### src/include/supply_fault_pkg.sv
package supply_fault_pkg;
    localparam int NUM_CH   = 10;
    localparam int NUM_DUAL = 5;
    localparam int HV_CH    = 9;
    localparam int THR_W    = 8;
    localparam int CNT_W    = 12;
    localparam int CLK_MHZ  = 25;

    // glitch filter periods in microseconds and their cycle counts
    localparam int FILT_0_US   = 0;
    localparam int FILT_5_US   = 5;
    localparam int FILT_10_US  = 10;
    localparam int FILT_20_US  = 20;
    localparam int FILT_30_US  = 30;
    localparam int FILT_50_US  = 50;
    localparam int FILT_75_US  = 75;
    localparam int FILT_100_US = 100;
    localparam logic [CNT_W-1:0] FILT_0_CYC   = CNT_W'(FILT_0_US * CLK_MHZ);
    localparam logic [CNT_W-1:0] FILT_5_CYC   = CNT_W'(FILT_5_US * CLK_MHZ);
    localparam logic [CNT_W-1:0] FILT_10_CYC  = CNT_W'(FILT_10_US * CLK_MHZ);
    localparam logic [CNT_W-1:0] FILT_20_CYC  = CNT_W'(FILT_20_US * CLK_MHZ);
    localparam logic [CNT_W-1:0] FILT_30_CYC  = CNT_W'(FILT_30_US * CLK_MHZ);
    localparam logic [CNT_W-1:0] FILT_50_CYC  = CNT_W'(FILT_50_US * CLK_MHZ);
    localparam logic [CNT_W-1:0] FILT_75_CYC  = CNT_W'(FILT_75_US * CLK_MHZ);
    localparam logic [CNT_W-1:0] FILT_100_CYC = CNT_W'(FILT_100_US * CLK_MHZ);

    // highest range index per input kind
    localparam logic [1:0] RNG_MAX_DUAL = 2'h0;
    localparam logic [1:0] RNG_MAX_RAIL = 2'h2;
    localparam logic [1:0] RNG_MAX_HV   = 2'h1;

    localparam logic             RST_FLAG = 1'h0;
    localparam logic [CNT_W-1:0] RST_CNT  = 12'h000;
    localparam logic [1:0]       RST_RNG  = 2'h0;
    localparam logic [THR_W-1:0] RST_CODE = 8'h00;

    typedef enum logic [1:0] {
        FT_OFF = 2'b00,
        FT_UV  = 2'b01,
        FT_OV  = 2'b10,
        FT_WIN = 2'b11
    } fault_type_t;

    typedef struct packed {
        logic             uv;
        logic             ov;
        logic             flt;
        logic [CNT_W-1:0] cnt;
    } chan_state_t;

    function automatic logic [CNT_W-1:0] filt_cycles(input logic [2:0] sel);
        case (sel)
            3'h0:    filt_cycles = FILT_0_CYC;
            3'h1:    filt_cycles = FILT_5_CYC;
            3'h2:    filt_cycles = FILT_10_CYC;
            3'h3:    filt_cycles = FILT_20_CYC;
            3'h4:    filt_cycles = FILT_30_CYC;
            3'h5:    filt_cycles = FILT_50_CYC;
            3'h6:    filt_cycles = FILT_75_CYC;
            default: filt_cycles = FILT_100_CYC;
        endcase
    endfunction : filt_cycles

    function automatic logic [1:0] range_max(input int ch);
        if (ch < NUM_DUAL) begin
            range_max = RNG_MAX_DUAL;
        end else if (ch == HV_CH) begin
            range_max = RNG_MAX_HV;
        end else begin
            range_max = RNG_MAX_RAIL;
        end
    endfunction : range_max
endpackage : supply_fault_pkg

### src/design/supply_fault_detector.sv
// Overview of operation
// ten channels, each with its own type, thresholds, range, hysteresis, filter
// under-voltage type faults only when input falls below its threshold
// over-voltage type faults only when input rises above its threshold
// out-of-window type faults on under-voltage OR over-voltage condition
// over-voltage fault releases only below threshold minus hysteresis
// under-voltage fault releases only above threshold plus hysteresis
// glitch filter selectable among eight periods from 0 to 100 us
// per-input ranges span 0.573 V to 14.4 V; configurator picks one
// configurator programs thresholds as in-range codes, clamping outside values
// configurator must not set under threshold above over threshold in window
// dual-function inputs may be digital; rail and high-voltage inputs analog only
// dual-function input in analog mode has exactly one range
// filtered fault changes after raw level held for selected period
// disabled fault type keeps the fault output low
module supply_fault_detector
    import supply_fault_pkg::*;
(
    input  wire logic                           clk,
    input  wire logic                           nrst,
    input  wire logic [NUM_CH-1:0][THR_W-1:0]   rail_code,
    input  wire fault_type_t [NUM_CH-1:0]       fault_type,
    input  wire logic [NUM_CH-1:0][THR_W-1:0]   uv_thr,
    input  wire logic [NUM_CH-1:0][THR_W-1:0]   ov_thr,
    input  wire logic [NUM_CH-1:0][THR_W-1:0]   hyst,
    input  wire logic [NUM_CH-1:0][2:0]         filt_sel,
    input  wire logic [NUM_CH-1:0][1:0]         range_sel,
    input  wire logic [NUM_DUAL-1:0]            digital_mode,
    output logic      [NUM_CH-1:0]              fault,
    output logic      [NUM_CH-1:0][1:0]         range_eff
);
    typedef struct packed {
        logic [NUM_CH-1:0][THR_W-1:0] meta;
        logic [NUM_CH-1:0][THR_W-1:0] sync;
        logic [NUM_CH-1:0][1:0]       rng;
    } top_state_t;

    top_state_t           st_r;
    top_state_t           st_nxt;
    fault_type_t [NUM_CH-1:0] eff_type;

    // the converter codes come from the analog side, so two stages first
    always_comb begin
        st_nxt      = st_r;
        st_nxt.meta = rail_code;
        st_nxt.sync = st_r.meta;
        for (int i = 0; i < NUM_CH; i++) begin
            // a range past the input's last one clamps to that last one
            if (range_sel[i] > range_max(i)) begin
                st_nxt.rng[i] = range_max(i);
            end else begin
                st_nxt.rng[i] = range_sel[i];
            end
        end
    end

    always_ff @(posedge clk or negedge nrst) begin
        if (!nrst) begin
            st_r.meta <= '{default: RST_CODE};
            st_r.sync <= '{default: RST_CODE};
            st_r.rng  <= '{default: RST_RNG};
        end else begin
            st_r <= st_nxt;
        end
    end

    assign range_eff = st_r.rng;

    genvar g;
    generate
        for (g = 0; g < NUM_CH; g++) begin : gen_ch
            if (g < NUM_DUAL) begin : gen_dual
                // digital use disconnects the analog detector from the pin
                assign eff_type[g] = digital_mode[g] ? FT_OFF : fault_type[g];
            end else begin : gen_analog
                assign eff_type[g] = fault_type[g];
            end

            fault_channel u_chan (
                .clk      (clk),
                .nrst     (nrst),
                .code     (st_r.sync[g]),
                .ftype    (eff_type[g]),
                .uv_thr   (uv_thr[g]),
                .ov_thr   (ov_thr[g]),
                .hyst     (hyst[g]),
                .filt_sel (filt_sel[g]),
                .fault    (fault[g])
            );
        end
    endgenerate

    generate
        for (g = 0; g < NUM_CH; g++) begin : gen_chk

        end
        for (g = 0; g < NUM_DUAL; g++) begin : gen_dchk

        end
    endgenerate
endmodule : supply_fault_detector

### src/design/fault_channel.sv
module fault_channel
    import supply_fault_pkg::*;
(
    input  wire logic             clk,
    input  wire logic             nrst,
    input  wire logic [THR_W-1:0] code,
    input  wire fault_type_t      ftype,
    input  wire logic [THR_W-1:0] uv_thr,
    input  wire logic [THR_W-1:0] ov_thr,
    input  wire logic [THR_W-1:0] hyst,
    input  wire logic [2:0]       filt_sel,
    output logic                  fault
);
    chan_state_t      st_r;
    chan_state_t      st_nxt;
    logic [THR_W:0]   uv_rel;
    logic [THR_W-1:0] ov_rel;
    logic [CNT_W-1:0] lim;
    logic             has_uv;
    logic             has_ov;
    logic             raw;

    // widen the under release and floor the over release at zero so a large hysteresis never wraps the release point
    assign uv_rel = {1'h0, uv_thr} + {1'h0, hyst};
    assign ov_rel = (ov_thr > hyst) ? ov_thr - hyst : RST_CODE;
    assign lim    = filt_cycles(filt_sel);
    assign has_uv = (ftype == FT_UV) || (ftype == FT_WIN);
    assign has_ov = (ftype == FT_OV) || (ftype == FT_WIN);
    assign raw    = st_r.uv | st_r.ov;

    always_comb begin
        st_nxt = st_r;
        if (st_r.uv) begin
            st_nxt.uv = has_uv && !({1'h0, code} > uv_rel);
        end else begin
            st_nxt.uv = has_uv && (code < uv_thr);
        end
        if (st_r.ov) begin
            st_nxt.ov = has_ov && !(code < ov_rel);
        end else begin
            st_nxt.ov = has_ov && (code > ov_thr);
        end
        if (ftype == FT_OFF) begin
            st_nxt.flt = RST_FLAG;
            st_nxt.cnt = RST_CNT;
        end else if (raw == st_r.flt) begin
            st_nxt.cnt = RST_CNT;
        end else if (st_r.cnt >= lim) begin
            st_nxt.flt = raw;
            st_nxt.cnt = RST_CNT;
        end else begin
            st_nxt.cnt = st_r.cnt + 12'h001;
        end
    end

    always_ff @(posedge clk or negedge nrst) begin
        if (!nrst) begin
            st_r <= '{uv: RST_FLAG, ov: RST_FLAG, flt: RST_FLAG, cnt: RST_CNT};
        end else begin
            st_r <= st_nxt;
        end
    end

    assign fault = st_r.flt;
endmodule : fault_channel

### config.mk
export PLATFORM = sky130hd
export DESIGN_NAME = supply_fault_detector
export DESIGN_NICKNAME = d
export VERILOG_FILES = /design/src/include/supply_fault_pkg.sv /design/src/design/supply_fault_detector.sv /design/src/design/fault_channel.sv
export SDC_FILE = /design/constraint.sdc
export NUM_CORES = 1
export LEC_CHECK = 0
export ABC_CLOCK_PERIOD_IN_PS = 4100
export BUFFER_PORTS_ARGS = -buffer_cell sky130_fd_sc_hd__buf_4
export CORE_MARGIN = 4
export CORE_UTILIZATION = 43
export CTS_CLUSTER_SIZE = 20
export DETAILED_ROUTE_END_ITERATION = 8
export SLEW_MARGIN = 20
export SYNTH_ARGS = -nofsm -noshare
export SYNTH_HDL_FRONTEND = slang
export SYNTH_HIERARCHICAL = 1
export SYNTH_SLANG_ARGS = --single-unit
### constraint.sdc
create_clock -name clk -period 4.1 [get_ports clk]
set_clock_uncertainty 0.05 [all_clocks]
set_input_delay 0.615 -clock clk [delete_from_list [all_inputs] [get_ports clk]]
set_output_delay 0.615 -clock clk [all_outputs]
set_load 0.01 [all_outputs]
==> results.md <==
* Half-perimeter wire length after detailed placement at 61500 um
* Clock tree root buffer cell: clkbuf_16
* Largest net degree at the start of global routing at 111
* Final-layout fill cell count at 6515
* Placeable Area at 68600 sq um
* Logic gate share of total power at 30.4%
* R2R depth at 6
* Kind of cell adding the most delay to the critical path: compound AO/OA/AOI/OAI gates
* Relative slew margins at 40.6%
* Number of cells produced by synthesis at 3307
* Fraction of power spent switching nets at 32.3%
* P&R area growth vs syn at 18.4%
* Switching pwr at 3470 uW
* Ports placed on the boundary at 427
* Per-instance average area after synthesis at 8.98 sq um
* Total number of clock tree sinks at 330
* Vias in the first global route at 24200
* Largest stage delay on the critical path at 0.46 ns
* Overflow after GRT at 0
* RSZ-0062 raised after global routing: no
* Number of clock buffers inserted by TritonCTS at 43
* Worst setup timing slack at the placement stage at 0.330 ns
* Endpoint kind of the worst setup timing path: flop
* CTS-repair resized insts at 0
* Die Wd at 271 um
* Number of warnings reported in the yosys synthesis log at 6
* Relative contribution of the clock network to total power at 35.6%
* Initial antenna violation count at 5
* Outcome: complete, no violations
* Wire length of the first global-routing pass at 122000 um
* Post-layout power at 10800 uW
* Fraction of the core area covered by cells at the end of the flow at 51.2%
* Max-slew violation count at 0
* Routability congestion estimate at 0.918
* Startpoint of the lowest-slack register-to-register path: gen_ch[6].u_chan/st_r[6]
* Fraction of power consumed by sequential logic at 34.0%
* Worst VDD drop at 0.333 mV
* Worst-margin pin slew at 0.891 ns
* Total number of nets in the final design at 4715
* Internal portion of total power at 7280 uW
* #FFs+latches synth at 330
* Layout cells sized above 1 at 16.1%
* Power Density at 306 nW/um^2
* Number of hold buffers added after CTS at 0
* Mean routed wirelength per cell at 15.8 um
* Share of flip-flops with an asynchronous set or reset after synthesis at 100%
* Top cell type by total area after synthesis: dfrtp_1
* CTS tree: built
* First drt pass iteration count at 5
* Seq/Total Area, Yosys at 27.8%
* Leading cell type in the layout, fill and taps excluded: ha_1
* CP max-delay cell: a2111oi_0
* Top cells by area, synth: dfrtp_1 (28%), ha_1 (24%), inv_1 (4.1%)
* Buffers plus inverters on the worst setup path at 2
* Number of flops mapped to enable cells by yosys at 0
* Chip Height at 271 um
* Clock Tree Buf Depth at 3
* Share of the synthesized area in the top cell type at 27.8%
* Worst Setup Slack, final at 0.891 ns
* Die Area at 73300 sq um
* Number of unique standard cell types used by synthesis at 73
* Final setup violation count at 0
* Crit-path cells: buf_4 -> inv_1 -> ha_1 -> fa_1 -> nor2b_1 -> o21ai_1 -> a21o_1 -> a21oi_2 -> o21ai_0 -> ha_1 -> a211oi_1 -> o21ai_0 -> a2111oi_0 -> nor4_1
* Effective utilization at floorplan at 43.3%
* Data required, critical path at 4.47 ns
* Vias after detailed routing at 24400
* H-tree level count at 2
* Clock latency on the worst-skew pair at 0.57 ns
* Setup TNS at 0 ns
* Final hold viol count at 0
* Antenna-violating nets left at 0
* Post-route clock period utilization at 78.3%
* Leak pwr at 0.0173 uW
* Routed vias/inst at 5.21
* Start-to-end type of the worst setup path: primary input to flop
* Startpoint of the most critical setup path: ov_thr[72]
* Maxcap violations at 0
* Clock edge transition at the registers on the reported setup and hold paths at 0.06 ns
* Buffer count from post-CTS setup fixing at 0
* Drt initial violations at 1028
* Most used cells in the layout excluding fill and tap cells: ha_1 (580), buf_4 (418), dfrtp_1 (330)
* Overall global routing resource usage at 19.8%
* Number of port buffers at 416
* Hold slack final at 0.0602 ns
* Count of cell instances traversed by the critical path at 14
* # DRC at 0
* Site row count at 96
* Arrival time at the worst endpoint at 3.58 ns
* Final Critical Period at 3.21 ns
* Setup crit start kind: primary input
* Mapped Area at 29700 sq um
* Highest achievable clock rate at 312 MHz
* Ys flop type: dfrtp_1
* Classification of the worst-slack hold path: primary input to async pin
* Detailed-route wire length at 74000 um
* Max FO, Critical Path at 7
-- cells in the mapped netlist (all sizes together), types with 19 or more instances --
cell	instances
nand2	183
a211o	20
ha	580
inv	328
o21ai	187
a21oi	175
nor2b	80
xnor2	106
nand4	62
nand2b	52
dfrtp	330
a211oi	41
o31ai	23
o21bai	28
a21o	64
nand3	147
nor3	78
nor2	327
o211ai	23
buf	44
clkbuf	22
a21boi	19
xor2	101
fa	20
o21a	24
-- layer usage --
layer  GRT usage (%)  vias up  share of wire, %
met5               0        -             0.018
met4            4.64        2               2.2
met3            3.43       96               4.5
met2            33.1      437                46
met1            26.9    11300                47
li1                -    12600                 -
-- registers in the layout, summed over array words and instances (netlist names) --
| register | count |
|---|---|
| st_nxt | 80 |
| gen_ch.u_chan/st_r | 140 |
| range_eff | 20 |
| st_r | 80 |
| gen_ch.u_chan/fault | 10 |
-- through the flow --
stage	instance area, sq um	std cells
3_5_place_dp	33700	4604
4_1_cts	35100	4679
3_3_place_gp	33700	4604
5_1_grt	35100	4682
2_1_floorplan	29700	3317
6_report	35200	4685
-- final timing paths --
| path | slack [ns] | to |
|---|---|---|
| min in group clk | 0.10 | st_nxt[65] |
| max in group asynchronous | 2.97 | st_nxt[24] |
| hold / removal | 0.06 | st_r[78] |
| setup / recovery | 0.89 | gen_ch[9].u_chan/st_r[13] |
| setup reg to reg | 1.77 | gen_ch[6].u_chan/st_r[6] |
| hold reg to reg | 0.29 | st_r[48] |
-- final cells by class --
cell class	instances	area, sq um	share of cell area (%)
repair buffers	422	3210	9.14
flip-flops and latches	330	8260	23.5
clock buffers	51	1170	3.32
multi-input cells	2593	19800	56.3
clock inverters	24	300	0.854
well taps	931	1160	3.31
diodes	6	15.0	0.0427
inverters	328	1230	3.50
-- power groups by stage --
stage / Combinational, uW / Sequential, uW / Clock, uW
global route: 3760 / 3690 / 4120
CTS: 3300 / 3660 / 3980
floorplan: 2320 / 3660 / 0
finish: 3270 / 3660 / 3830
global placement: 3240 / 3720 / 0
detailed placement: 3270 / 3720 / 0
-- cells by family (layout without fill, tap and decap cells) --
logic type / Yosys count / in the layout / share of synthesized area, %
xor+xnor: 207 / 207 / 6.10
simple gates: 1045 / 1045 / 18.0
flops: 330 / 330 / 27.8
fa+ha+maj: 605 / 605 / 26.0
buf+inv: 394 / 825 / 5.65
compound gates: 708 / 708 / 15.9
mux: 17 / 17 / 0.602
other cells: 1 / 17 / 0.0126
Note: power is estimated with default switching activity, not from simulation.
